### config.mk
export PLATFORM = sky130hd
export DESIGN_NAME = eiq_aggregator
export DESIGN_NICKNAME = d
export VERILOG_FILES = /design/src/eiq_edge_wake.v /design/src/eiq_aggregator.v
export VERILOG_INCLUDE_DIRS = /design/src /design/src/src
export SDC_FILE = /design/constraint.sdc
export NUM_CORES = 1
export LEC_CHECK = 0
export ABC_AREA = 1
export BUFFER_PORTS_ARGS = -buffer_cell sky130_fd_sc_hd__buf_2
export CELL_PAD_IN_SITES_DETAIL_PLACEMENT = 1
export CELL_PAD_IN_SITES_GLOBAL_PLACEMENT = 1
export CORE_ASPECT_RATIO = 1.25
export CORE_UTILIZATION = 39
export DETAILED_ROUTE_END_ITERATION = 16
export PLACE_DENSITY = 0.91
export SYNTH_ARGS = -nofsm -noshare
export SYNTH_HDL_FRONTEND = slang
export SYNTH_HIERARCHICAL = 1
export SYNTH_SLANG_ARGS = --single-unit
export TNS_END_PERCENT = 100
### constraint.sdc
create_clock -name clk -period 2.44 [get_ports clk]
set_clock_uncertainty 0.05 [all_clocks]
set_input_delay 0.732 -clock clk [delete_from_list [all_inputs] [get_ports clk]]
set_output_delay 0.732 -clock clk [all_outputs]
set_load 0.02 [all_outputs]
### src/eiq_map.vh
/*
 * constants of the external interrupt 0 aggregator: register addresses,
 * field positions, reset values, priority levels and vectors.
 * assumes the core's 16-bit external data address space.
 */
`ifndef EIQ_MAP_VH
`define EIQ_MAP_VH

`define EIQ_ADDR_FLAGS 16'h7F00
`define EIQ_ADDR_ENABLES 16'h7F01
`define EIQ_ADDR_CONFIG0 16'h7FF4
`define EIQ_RST_FLAGS 8'h00
`define EIQ_RST_ENABLES 8'h00
`define EIQ_RST_CONFIG0 8'h00
`define EIQ_CFG_KBD_SEL 4
`define EIQ_BIT_KBD_D 7
`define EIQ_BIT_KBD_C 6
`define EIQ_BIT_KBD_B 5
`define EIQ_BIT_KBD_A 4
`define EIQ_BIT_TWB2 3
`define EIQ_BIT_WAKE4 2
`define EIQ_BIT_WAKE2 1
`define EIQ_BIT_WAKE3 0
`define EIQ_PRIO_NONE 2'h0
`define EIQ_PRIO_LOW 2'h1
`define EIQ_PRIO_HIGH 2'h2
`define EIQ_PRIO_PFAIL 2'h3
`define EIQ_VEC_NONE 8'h00
`define EIQ_VEC_PFAIL 8'h33
`define EIQ_VEC_IRQ0 8'h03
`define EIQ_VEC_SERIAL0 8'h23
`define EIQ_IE_IRQ0 0
`define EIQ_IE_SERIAL0 4
`define EIQ_PRIO_SERIAL0 5

`endif

### src/eiq_edge_wake.v
/*
 * wake event detector for one pin: trigger kind chosen by parameter.
 * assumes the pin level is already synchronous to clk.
 */
module eiq_edge_wake #(
    parameter KIND = 2,
    parameter FIXED_RISE = 1
) (
    input wire clk,
    input wire rst_n,
    input wire pin,
    input wire sel_rise,
    output wire event_pulse
);
    // kind: 0 fixed edge, 1 selectable edge, 2 either edge
    reg pin_last;
    reg primed;
    wire rise;
    wire fall;

    always @(posedge clk or negedge rst_n)
    begin
        if (!rst_n)
        begin
            pin_last <= 1'b0;
            primed <= 1'b0;
        end
        else
        begin
            pin_last <= pin;
            primed <= 1'b1;
        end
    end

    // first sampled level after reset is not an edge
    assign rise = primed & pin & ~pin_last;
    assign fall = primed & ~pin & pin_last;
    assign event_pulse = (KIND == 2) ? (rise | fall) :
                         (KIND == 1) ? (sel_rise ? rise : fall) :
                         (FIXED_RISE ? rise : fall);
endmodule

### src/eiq_aggregator.v
/*
 * external interrupt 0 aggregator: latches eight peripheral and wake
 * events into a write-one-to-clear flag register, gates them by an
 * active-low mask and drives the core's active-low interrupt 0 line.
 * also holds the keyboard logic select, a wake line for sleep restart
 * and a small priority resolver for power-fail, irq0 and serial port 0.
 * assumes a synchronous single-cycle core data bus (addr, wdata, wr, rd)
 * and event inputs that are synchronous levels of the core clock.
 */
// Functional notes
// - OR of enabled flags drives irq0 low
// - writing one clears a flag bit
// - mask zero enables, one blocks source
// - masked sources still latch and read back
// - mask register read/write, resets to zero
// - bits 7,6 keyboard D,C when selected
// - bits 5,4 keyboard B,A or legacy ports
// - bit 3 sets on bus controller 2 irq
// - power-fail above high above low priority
// - serial 0: priority 5, IE.4, vector 23h
// - wake line gathers wakes, restarts sleep
// - wake triggers: fixed, selectable, either edge
// - wake events follow the physical pin
// - irq 0-4 run-time, irq 5 wake
// - bits 2,1,0 latch pin 4,2,3 edges
// - keyboard logic select defaults to zero
`include "eiq_map.vh"

module eiq_aggregator #(
    parameter WIDTH = 8
) (
    input wire clk,
    input wire rst_b,
    input wire [15:0] bus_addr,
    input wire [7:0] bus_wdata,
    input wire bus_wr,
    input wire bus_rd,
    output reg [7:0] bus_rdata,
    input wire kbd_channel_d_irq,
    input wire kbd_channel_c_irq,
    input wire kbd_channel_b_irq,
    input wire kbd_channel_a_irq,
    input wire legacy_port2_irq,
    input wire legacy_port1_irq,
    input wire twb2_irq,
    input wire either_edge_wake_four,
    input wire either_edge_wake_two,
    input wire either_edge_wake_three,
    input wire [WIDTH-1:0] other_wake_events,
    input wire pfail_irq,
    input wire pfail_enable,
    input wire serial0_irq,
    input wire [7:0] core_ie,
    input wire [7:0] core_ip,
    output reg ext_irq_zero_n,
    output reg wake_irq_n,
    output reg kbd_port_logic_select,
    output reg [1:0] irq_level,
    output reg [7:0] irq_vector
);
    reg rst_sync1;
    reg rst_sync2;
    wire rst_n;
    reg [7:0] irq0_source_flags;
    reg [7:0] irq0_source_enables;
    reg [7:0] config0;
    reg [7:0] src_last;
    reg [7:0] next_flags;
    reg [7:0] next_rdata;
    reg [1:0] next_level;
    reg [7:0] next_vector;
    wire [7:0] src_now;
    wire [7:0] src_rise;
    wire wake4_ev;
    wire wake2_ev;
    wire wake3_ev;
    wire wr_flags;
    wire wr_enables;
    wire wr_config;
    wire [7:0] pending;
    wire irq0_req;
    wire ser_req;
    wire irq0_high;
    wire ser_high;

    function is_addr;
        input [15:0] a;
        input [15:0] target;
        begin
            is_addr = (a == target);
        end
    endfunction

    // reset release through two flops
    always @(posedge clk or negedge rst_b)
    begin
        if (!rst_b)
        begin
            rst_sync1 <= 1'b0;
            rst_sync2 <= 1'b0;
        end
        else
        begin
            rst_sync1 <= 1'b1;
            rst_sync2 <= rst_sync1;
        end
    end
    assign rst_n = rst_sync2;

    assign wr_flags = bus_wr & is_addr(bus_addr, `EIQ_ADDR_FLAGS);
    assign wr_enables = bus_wr & is_addr(bus_addr, `EIQ_ADDR_ENABLES);
    assign wr_config = bus_wr & is_addr(bus_addr, `EIQ_ADDR_CONFIG0);

    // events taken from pin levels, any alternate function
    eiq_edge_wake #(
        .KIND(2),
        .FIXED_RISE(1)
    ) u_wake4 (
        .clk(clk),
        .rst_n(rst_n),
        .pin(either_edge_wake_four),
        .sel_rise(1'b0),
        .event_pulse(wake4_ev)
    );

    eiq_edge_wake #(
        .KIND(2),
        .FIXED_RISE(1)
    ) u_wake2 (
        .clk(clk),
        .rst_n(rst_n),
        .pin(either_edge_wake_two),
        .sel_rise(1'b0),
        .event_pulse(wake2_ev)
    );

    eiq_edge_wake #(
        .KIND(2),
        .FIXED_RISE(1)
    ) u_wake3 (
        .clk(clk),
        .rst_n(rst_n),
        .pin(either_edge_wake_three),
        .sel_rise(1'b0),
        .event_pulse(wake3_ev)
    );

    // channels D,C only while keyboard logic selected
    // bits 5,4 multiplexed by the select
    assign src_now[`EIQ_BIT_KBD_D] = kbd_port_logic_select & kbd_channel_d_irq;
    assign src_now[`EIQ_BIT_KBD_C] = kbd_port_logic_select & kbd_channel_c_irq;
    assign src_now[`EIQ_BIT_KBD_B] = kbd_port_logic_select ? kbd_channel_b_irq
                                                           : legacy_port2_irq;
    assign src_now[`EIQ_BIT_KBD_A] = kbd_port_logic_select ? kbd_channel_a_irq
                                                           : legacy_port1_irq;
    assign src_now[`EIQ_BIT_TWB2] = twb2_irq;
    assign src_now[2:0] = 3'h0;

    // level sources latch on assertion so a clear is not undone at once
    assign src_rise = src_now & ~src_last;

    // write-one clear, set wins and zero keeps
    // pin 4, 2, 3 edges into bits 2, 1, 0
    always @*
    begin
        next_flags = irq0_source_flags;
        if (wr_flags)
            next_flags = next_flags & ~bus_wdata;
        next_flags = next_flags | {src_rise[7:3], wake4_ev, wake2_ev, wake3_ev};
    end

    always @(posedge clk or negedge rst_n)
    begin
        if (!rst_n)
        begin
            irq0_source_flags <= `EIQ_RST_FLAGS;
            irq0_source_enables <= `EIQ_RST_ENABLES;
            config0 <= `EIQ_RST_CONFIG0;
            src_last <= 8'h00;
        end
        else
        begin
            irq0_source_flags <= next_flags;
            src_last <= src_now;
            if (wr_enables)
                irq0_source_enables <= bus_wdata;
            // select resets to zero (legacy ports)
            if (wr_config)
                config0 <= bus_wdata;
        end
    end

    // zero in the mask enables the source
    assign pending = irq0_source_flags & ~irq0_source_enables;
    assign irq0_req = |pending;

    always @*
    begin
        next_rdata = 8'h00;
        if (bus_rd)
        begin
            if (is_addr(bus_addr, `EIQ_ADDR_FLAGS))
                next_rdata = irq0_source_flags;
            else if (is_addr(bus_addr, `EIQ_ADDR_ENABLES))
                next_rdata = irq0_source_enables;
            else if (is_addr(bus_addr, `EIQ_ADDR_CONFIG0))
                next_rdata = config0;
        end
    end

    // power-fail first, then high, then low
    // serial port 0 gated by IE.4, priority IP.4, vector 23h
    // irq0 is run-time; priority 1 beats serial's 5 in a level
    assign ser_req = serial0_irq & core_ie[`EIQ_IE_SERIAL0];
    assign irq0_high = core_ip[`EIQ_IE_IRQ0];
    assign ser_high = core_ip[`EIQ_PRIO_SERIAL0 - 1];

    always @*
    begin
        next_level = `EIQ_PRIO_NONE;
        next_vector = `EIQ_VEC_NONE;
        if (pfail_irq & pfail_enable)
        begin
            next_level = `EIQ_PRIO_PFAIL;
            next_vector = `EIQ_VEC_PFAIL;
        end
        else if (irq0_req & core_ie[`EIQ_IE_IRQ0] & irq0_high)
        begin
            next_level = `EIQ_PRIO_HIGH;
            next_vector = `EIQ_VEC_IRQ0;
        end
        else if (ser_req & ser_high)
        begin
            next_level = `EIQ_PRIO_HIGH;
            next_vector = `EIQ_VEC_SERIAL0;
        end
        else if (irq0_req & core_ie[`EIQ_IE_IRQ0])
        begin
            next_level = `EIQ_PRIO_LOW;
            next_vector = `EIQ_VEC_IRQ0;
        end
        else if (ser_req)
        begin
            next_level = `EIQ_PRIO_LOW;
            next_vector = `EIQ_VEC_SERIAL0;
        end
    end

    always @(posedge clk or negedge rst_n)
    begin
        if (!rst_n)
        begin
            ext_irq_zero_n <= 1'b1;
            wake_irq_n <= 1'b1;
            kbd_port_logic_select <= 1'b0;
            bus_rdata <= 8'h00;
            irq_level <= `EIQ_PRIO_NONE;
            irq_vector <= `EIQ_VEC_NONE;
        end
        else
        begin
            ext_irq_zero_n <= ~(|(next_flags & ~(wr_enables ? bus_wdata
                                                            : irq0_source_enables)));
            // any wake source restarts from sleep
            wake_irq_n <= ~(wake4_ev | wake2_ev | wake3_ev | (|other_wake_events));
            kbd_port_logic_select <= wr_config ? bus_wdata[`EIQ_CFG_KBD_SEL]
                                               : config0[`EIQ_CFG_KBD_SEL];
            bus_rdata <= next_rdata;
            irq_level <= next_level;
            irq_vector <= next_vector;
        end
    end
endmodule

==> results of run 1 <==
kinds of logic (layout without fill, tap and decap cells):
| logic type | after synthesis | count (layout) | share of synthesized area |
|---|---|---|---|
| simple gates | 153 | 153 | 0.279 |
| buf+inv | 59 | 129 | 0.106 |
| flops | 53 | 53 | 0.509 |
| compound gates | 39 | 39 | 0.0767 |
| other cells | 5 | 8 | 0.00719 |
| mux | 5 | 5 | 0.0216 |
power by group:
part / internal (mW) / total (mW) / switching [mW]
clock: 0.204 / 0.491 / 0.287
sequential: 0.893 / 0.899 / 0.00600
combinational: 0.0541 / 0.145 / 0.0909
flip-flops by register name, summed over array words and instances, names as in the netlist, 2 cells and up:
name	flops
bus_rdata	8
config0	8
irq0_source_enables	8
irq0_source_flags	8
src_last	5
irq_vector	3
irq_level	2
cell type report:
cell class	instances	area [µm²]	area share
clock buffers	7	76.3	0.0247
clock inverters	1	7.51	0.00243
inverters	48	180	0.0582
multi-input cells	205	1020	0.328
flip-flops and latches	53	1330	0.430
well taps	87	109	0.0352
repair buffers	73	375	0.121
critical path, stage by stage:
cell,delay [ps]
buf_2,110
nor2_2,160
nand3_1,110
nor2_1,230
nand3_1,250
o21ai_0,360
nand2_1,100
nand2_1,60
inv_1,30
nand2_1,50
nor2_1,40
layer usage:
layer  wire length, µm  up-vias  share of wire  global-route usage
met5                 0        -              0                   0
li1                  -     1115              -                   -
met1              2570     1118           0.41               0.230
met3               201        9          0.032              0.0313
met2              3430       51           0.54               0.355
met4               106        0          0.017              0.0664
through the flow:
step / cells / utilization / hold slack, ps
6_report: 474 / 0.474 / 16.3
5_1_grt: 474 / 0.474 / 27.9
4_1_cts: 474 / 0.474 / 20.7
3_5_place_dp: 466 / 0.461 / 17.0
3_3_place_gp: 466 / 0.461 / 7.02
2_1_floorplan: 317 / - / 281
synth_stat cells (3+ instances only):
cell type   n
mux2_2      5
nor2_1     20
inv_2       3
nand2_1    90
o21ai_0    23
nand3_1     6
inv_1      43
dfrtp_1    51
o21ai_1     4
nor2_2      5
nor4_1      3
a21oi_1     9
buf_4       6
nand2_2     5
nand4_1    14
conb_1      5
worst min-delay path by stage:
stage,slack [ps],from,depth (start not counted),endpoint
2_1_floorplan,280,rst_sync1,0,rst_n
3_3_place_gp,7,rst_n,0,u_wake2/primed
3_5_place_dp,20,rst_n,0,u_wake2/primed
4_1_cts,20,rst_n,0,u_wake2/primed
5_1_grt,30,rst_n,0,u_wake2/primed
6_report,20,rst_n,0,u_wake2/primed
==> out/qor.txt, run 1 <==
status -> finished, violations left
failing checks -> design-rule violations
first-pass GRT wire length -> 10600 µm
setup TNS -> 0 ps
area growth from synthesis to layout -> 18.5%
Yosys reg bits -> 53
Post-Syn Instances -> 314
dominant synthesized flop cell -> dfrtp_1
async set-reset flop share out of synthesis -> 1.00
chip width -> 75.2 µm
CTS-repair resized insts -> 0
Final Slew Violations -> 0
RD Place Congestion -> 0.863
HPWL after DPL -> 4970 µm
# H-tree levels -> 2
worst slew pin tran -> 589 ps
Yosys top cell area share -> 0.489
layout cells sized above 1 -> 0.279
Initial Util -> 0.400
largest net degree at the start of global routing -> 48
Avg WL per Cell -> 13.3 µm
kind of critical path -> input port to flip-flop
PD cells -> 496 nW/µm²
PortBufs -> 69
core box area -> 6520 µm²
DP Worst Slack -> 131 ps
Tcrit/Tclk final -> 0.840
reg2reg start -> irq0_source_flags[3]
Static Leak -> 1.73 nW
Worst setup endpoint -> ext_irq_zero_n
grt ovf -> 0
final net count -> 451
Setup Buffers After CTS -> 0
TritonCTS clock tree -> yes
diodes inserted -> 0
Remaining DRCs -> 2
post-synthesis sequential area ratio -> 0.509
routed vias -> 2293
CP startpoint -> bus_addr[2]
Row Count -> 33
Mapped Area -> 2610 µm²
dpl cell area -> 3010 µm²
vias per std cell -> 4.84
CP Data Required Time -> 2640 ps
worst r2r path cells -> 7
hold_buf cts -> 0
Hold Fails Final Rpt -> 0
Post-synth EDFFs -> 0
post-synth cell types -> 32
max-cap violations -> 0
Layout Cell Area excl Fill -> 3090 µm²
DRT iter0 DRCs -> 93
Arr. time, crit path -> 2240 ps
antenna-violating nets left -> 0
VDD IR max -> 0.347 mV
die extent in y -> 93.5 µm
max_slew headroom -> 0.608
worst setup slack after layout -> 391 ps
Clock transition at path regs -> 90 ps
Synth area leader -> dfrtp_1
Max Fclk -> 0.488 GHz
syn avg cell area -> 8.32 µm²
final WL -> 6310 µm
final setup fails -> 0
RSZ-0062 raised after global routing -> no
CTS max path bufs -> 2
TritonRoute pass-1 iters -> 10
TritonCTS buffer count -> 5
peak fanout along the critical path -> 6
die area -> 7030 µm²
most frequent cells in the layout -> 90 x nand2_1, 69 x buf_2, 50 x dfrtp_1
Worst Setup End Kind -> flip-flop
# IOs -> 86
most common cell after layout, fill and taps aside -> nand2_1
Clock Sinks -> 53
Crit Reg-Reg Endpoint -> irq_vector[5]
filler cell count -> 858
Synth area leaders -> dfrtp_1 49%, nand2_1 13%, inv_1 6.2%
initial antenna violation count -> 0
clk_lat worst skew -> 310 ps
reg2reg setup slack -> 770 ps
vias in the first global route -> 2372
yosys warns -> 6
Global Route Usage Sum -> 0.196
Tot Pwr -> 1.54 mW
Hold Crit Class -> flip-flop to async pin
Startpoint Class -> input port
min Tclk post-route -> 2050 ps
CTS root buf -> clkbuf_8
Power figures use the tool's default switching activity.
==> inputs of run 2 (changes only) <==
CORE_UTILIZATION = 33   (was 39)
PLACE_DENSITY = 0.83   (was 0.91)
clock period = 1.7 ns   (was 2.44 ns; I/O delays follow)
==> run 2 against run 1 <==
Effect of this change: the run now ends clean; largest power group unchanged; flip-flop and latch count did not move; critical path depth rose by 2; worst hold slack improved by 160 ps; routed wire length rose by 5.6%; clock power rose by 44%; die area rose by 18%; power rose by 45%; via count rose by 0.96%; sequential share of layout area fell by 2.0 points; final cell count rose by 3.8%.
==> out/qor.txt, run 2 (same netlist as run 1, synthesis figures left out) <==
status -> completed
sequential share of power -> 0.581
Max Fclk -> 0.618 GHz
Worst Setup End Kind -> flip-flop
Static Leak -> 1.80 nW
area of the multi-input gates -> 1020 µm²
Sw Pwr -> 0.560 mW
area growth from synthesis to layout -> 24.3%
# IOs -> 86
most frequent cells in the layout -> 90 x nand2_1, 69 x buf_2, 50 x dfrtp_1
Clk pwr share -> 0.319
kind of critical path -> input port to flip-flop
filler cell count -> 981
Row Count -> 35
Remaining DRCs -> 0
layout cells sized above 1 -> 0.305
TritonCTS clock tree -> yes
Logic pwr share -> 0.100
routed vias -> 2315
max-cap violations -> 0
Setup Buffers After CTS -> 0
first-pass GRT wire length -> 11200 µm
Global Route Usage Sum -> 0.180
register area -> 1330 µm²
vias in the first global route -> 2434
CP dominant cell by count -> nand2_1
final core occ -> 0.431
setup TNS -> 0 ps
diodes inserted -> 0
slowest cell delay on critical path -> 160 ps
min Tclk post-route -> 1620 ps
TritonRoute pass-1 iters -> 4
chip width -> 81.6 µm
WP buf/inv -> 4
Crit-path slowest cell -> nor2_2
final WL -> 6660 µm
final cell count without fillers -> 492
# placed instances -> 483
Initial Util -> 0.347
TritonCTS buffer count -> 5
# H-tree levels -> 2
initial antenna violation count -> 0
Startpoint Class -> input port
final setup fails -> 0
PD cells -> 685 nW/µm²
most common cell after layout, fill and taps aside -> nand2_1
final net count -> 464
sw frac -> 0.252
VDD IR max -> 0.328 mV
clk_lat worst skew -> 310 ps
CTS max path bufs -> 2
vias per std cell -> 4.71
RSZ-0062 raised after global routing -> yes
CP Data Required Time -> 1900 ps
RD Place Congestion -> 0.915
antenna-violating nets left -> 0
Internal -> 1.66 mW
peak fanout along the critical path -> 5
die area -> 8280 µm²
Avg WL per Cell -> 13.5 µm
CP top delay family -> simple AND/OR/NAND/NOR gates
Hold Fails Final Rpt -> 0
Critical Path, Cell by Cell -> buf_2 -> nor2_2 -> nand3_1 -> buf_4 -> nor2_1 -> buf_4 -> nand4_1 -> nand2_1 -> nand2_1 -> nand2_1 -> clkinv_1 -> nand2_1 -> nor2_1
Final Slew Violations -> 0
HPWL after DPL -> 5470 µm
Tcrit/Tclk final -> 0.951
core box area -> 7530 µm²
largest net degree at the start of global routing -> 33
CTS root buf -> clkbuf_8
die extent in y -> 101 µm
Hold Crit Class -> flip-flop to async pin
DRT iter0 DRCs -> 97
PortBufs -> 69
Clock transition at path regs -> 100 ps
grt ovf -> 0
Clock Sinks -> 53
Arr. time, crit path -> 1820 ps
-- run 2: changes by cell type in the layout (fill, tap and decap cells not counted), sizes merged --
cell	delta
dlygate4sd3	+1
buf	+12
-- run 2: layout make-up --
type	count	share of cell area
clock inverters	1	0.00231
well taps	92	0.0355
multi-input cells	205	0.316
inverters	48	0.0555
repair buffers	86	0.158
clock buffers	7	0.0235
flip-flops and latches	53	0.410
-- run 2: routing by layer --
| layer | track usage | vias to the layer above | wire (µm) |
|---|---|---|---|
| li1 | - | 1137 | - |
| met3 | 0.0351 | 13 | 234 |
| met4 | 0.0632 | 0 | 191 |
| met2 | 0.333 | 48 | 3630 |
| met1 | 0.201 | 1117 | 2600 |
| met5 | 0 | - | 0 |
-- run 2: power by group through the flow --
stage	Sequential, mW	Combinational (mW)	Clock [mW]
final	1.29	0.223	0.708
after global routing	1.30	0.251	0.782
after CTS	1.29	0.226	0.727
after detailed placement	1.32	0.224	0
after global placement	1.31	0.213	0
after floorplan	1.34	0.0875	0
-- run 2: final timing paths --
path	from	end	slack, ps	cells after the start
setup / recovery	bus_addr[2]	ext_irq_zero_n	80	13
hold / removal	rst_n	kbd_port_logic_select	180	1
setup reg to reg	irq0_source_flags[3]	irq_vector[5]	220	7
hold reg to reg	rst_n	kbd_port_logic_select	180	1
max in group asynchronous	rst_b	rst_n	1040	2
min in group clk	twb2_irq	src_last[3]	270	1
-- run 2: repair_timing --
item	in CTS	in global routing
endpoints found under the setup margin	2	2
endpoints found under the hold margin	2	0
resized for setup	4	2
hold buffers	1	0
-- run 2: per-stage QoR --
stage	hold slack [ps]	power [mW]	cell area, µm²	setup WS (ps)
2_1_floorplan	164	1.43	2620	68.8
3_3_place_gp	185	1.53	3140	-247
3_5_place_dp	189	1.54	3140	-344
4_1_cts	197	2.25	3240	40.4
5_1_grt	213	2.33	3250	-41.0
6_report	181	2.22	3250	83.1
==> inputs of run 3 (changes only) <==
GPL_TIMING_DRIVEN = 0   (was not set)
==> run 3 against run 2 <==
Effect of this change: flip-flop and latch count unchanged; die area unchanged; critical path depth decreased by 5; non-clock buffer count decreased by 3; sequential share of layout area decreased by 0.56 points; combinational power increased by 2%; count of clock-buffer cells in the layout unchanged; design area increased by 1.4%; worst hold slack got worse by 79 ps; global-route usage decreased by 0.64 points; routed wire length increased by 0.23%; sequential power about the same; critical endpoint is now bus_rdata[6]; largest power group unchanged.
==> out/qor.txt, run 3 (same netlist as run 1, synthesis figures left out) <==
dpl cell area -> 3100 µm²
final core occ -> 0.437
Hold Crit Class -> flip-flop to async pin
area growth from synthesis to layout -> 26.1%
Tot Pwr -> 2.34 mW
RD Place Congestion -> 0.899
grt ovf -> 0
Hold Fails Final Rpt -> 0
reg2reg start -> irq0_source_flags[3]
Layout Cell Area excl Fill -> 3290 µm²
peak fanout along the critical path -> 10
Worst Setup End Kind -> flip-flop
Max Fclk -> 0.630 GHz
status -> completed
TritonRoute pass-1 iters -> 4
Clock Sinks -> 53
slowest cell delay on critical path -> 220 ps
final net count -> 462
clk_lat worst skew -> 320 ps
first-pass GRT wire length -> 10800 µm
vias in the first global route -> 2361
reg2reg setup slack -> 240 ps
TritonCTS buffer count -> 5
WP buf/inv -> 2
max-cap violations -> 0
filler cell count -> 951
Row Count -> 35
DRT iter0 DRCs -> 76
# IOs -> 86
routed vias -> 2272
die area -> 8280 µm²
# H-tree levels -> 2
Static Leak -> 1.81 nW
die extent in y -> 101 µm
initial antenna violation count -> 0
core box area -> 7530 µm²
Initial Util -> 0.347
PortBufs -> 68
Avg WL per Cell -> 13.6 µm
TritonCTS clock tree -> yes
hold slack -> 102 ps
most frequent cells in the layout -> 89 x nand2_1, 70 x buf_2, 50 x dfrtp_1
Crit-path slowest cell -> nor2_4
final setup fails -> 0
antenna-violating nets left -> 0
CTS root buf -> clkbuf_8
Arr. time, crit path -> 1750 ps
CP Data Required Time -> 1860 ps
vias per std cell -> 4.64
Tcrit/Tclk final -> 0.934
min Tclk post-route -> 1590 ps
chip width -> 81.6 µm
Remaining DRCs -> 0
kind of critical path -> input port to flip-flop
most common cell after layout, fill and taps aside -> nand2_1
largest net degree at the start of global routing -> 40
CTS max path bufs -> 2
Clock transition at path regs -> 110 ps
worst r2r path cells -> 7
Startpoint Class -> input port
final WL -> 6670 µm
CP top delay family -> simple AND/OR/NAND/NOR gates
PD cells -> 711 nW/µm²
Critical Path, Cell by Cell -> buf_2 -> nor2_4 -> nand2_2 -> nor2_4 -> nand2_1 -> buf_2 -> o21ai_0 -> a21oi_1
Final Slew Violations -> 0
layout cells sized above 1 -> 0.322
Global Route Usage Sum -> 0.174
Crit Reg-Reg Endpoint -> irq_vector[5]
VDD IR max -> 0.485 mV
diodes inserted -> 0
HPWL after DPL -> 5280 µm
run 3: cell types whose count changed in the layout (fill, tap and decap cells not counted), moves of 2 or more:
cell      delta
buf_4        -5
buf_6        +2
clkbuf_1     -2
clkbuf_8     +2
nor2_1       -2
nor2_4       +3
run 3: per-stage QoR:
| stage | setup slack, ps | cells | TNS (ps) |
|---|---|---|---|
| after floorplan | 68.8 | 317 | 0 |
| after global placement | -544 | 477 | -29860 |
| after detailed placement | -364 | 478 | -4080 |
| after CTS | 6.44 | 487 | 0 |
| after global routing | -0.649 | 490 | -0.649 |
| final | 112 | 490 | 0 |
run 3: area by class of cell:
class                      count  area (µm²)  area share
clock buffer                   7        96.3      0.0293
timing repair buffer          72         385       0.117
inverter                      48         184      0.0559
tap                           92         115      0.0350
buffer                        11        97.6      0.0296
clock inverter                 1        8.76     0.00266
sequential                    53        1330       0.404
multi-input combinational    206        1070       0.326
run 3: what timing repair did:
item / in CTS / in global routing
cloned: 0 / 1
setup buffers: 0 / 2
pin swaps: 0 / 1
endpoints found under the hold margin: 2 / 0
resized for setup: 3 / 14
hold buffers: 1 / 0
endpoints found under the setup margin: 1 / 8
run 3: power breakdown:
part | leakage [nW] | total [mW] | switching [mW] | internal (mW)
registers | 0.625 | 1.30 | 0.0131 | 1.28
clock network | 0.0549 | 0.817 | 0.440 | 0.377
logic | 1.13 | 0.228 | 0.134 | 0.0941
total | 1.81 | 2.34 | 0.586 | 1.75
run 3: per-layer routing:
metal / vias up / GRT usage / wire (µm)
li1: 1139 / - / -
met1: 1077 / 0.194 / 2650
met2: 47 / 0.318 / 3660
met3: 9 / 0.0351 / 219
met4: 0 / 0.0659 / 140
met5: - / 0 / 0
run 3: how the worst max path moves through the flow:
stage,from,endpoint,slack (ps),cells past startpoint
final,bus_addr[2],bus_rdata[6],110,8
after CTS,irq0_source_flags[3],irq_vector[5],6,7
after global routing,bus_addr[14],bus_rdata[6],-0.6,10
after global placement,rst_n,bus_rdata[3],-540,0
after floorplan,rst_n,bus_rdata[0],70,0
after detailed placement,bus_addr[2],ext_irq_zero_n,-360,11
run 3: worst reg2reg max path, stage by stage (launching register included):
cell and delay, ps:
dfrtp_1 400, inv_1 80, o22ai_1 190, nor2_1 90
a21boi_2 200, nand2_1 120, a21oi_1 170, inv_1 50
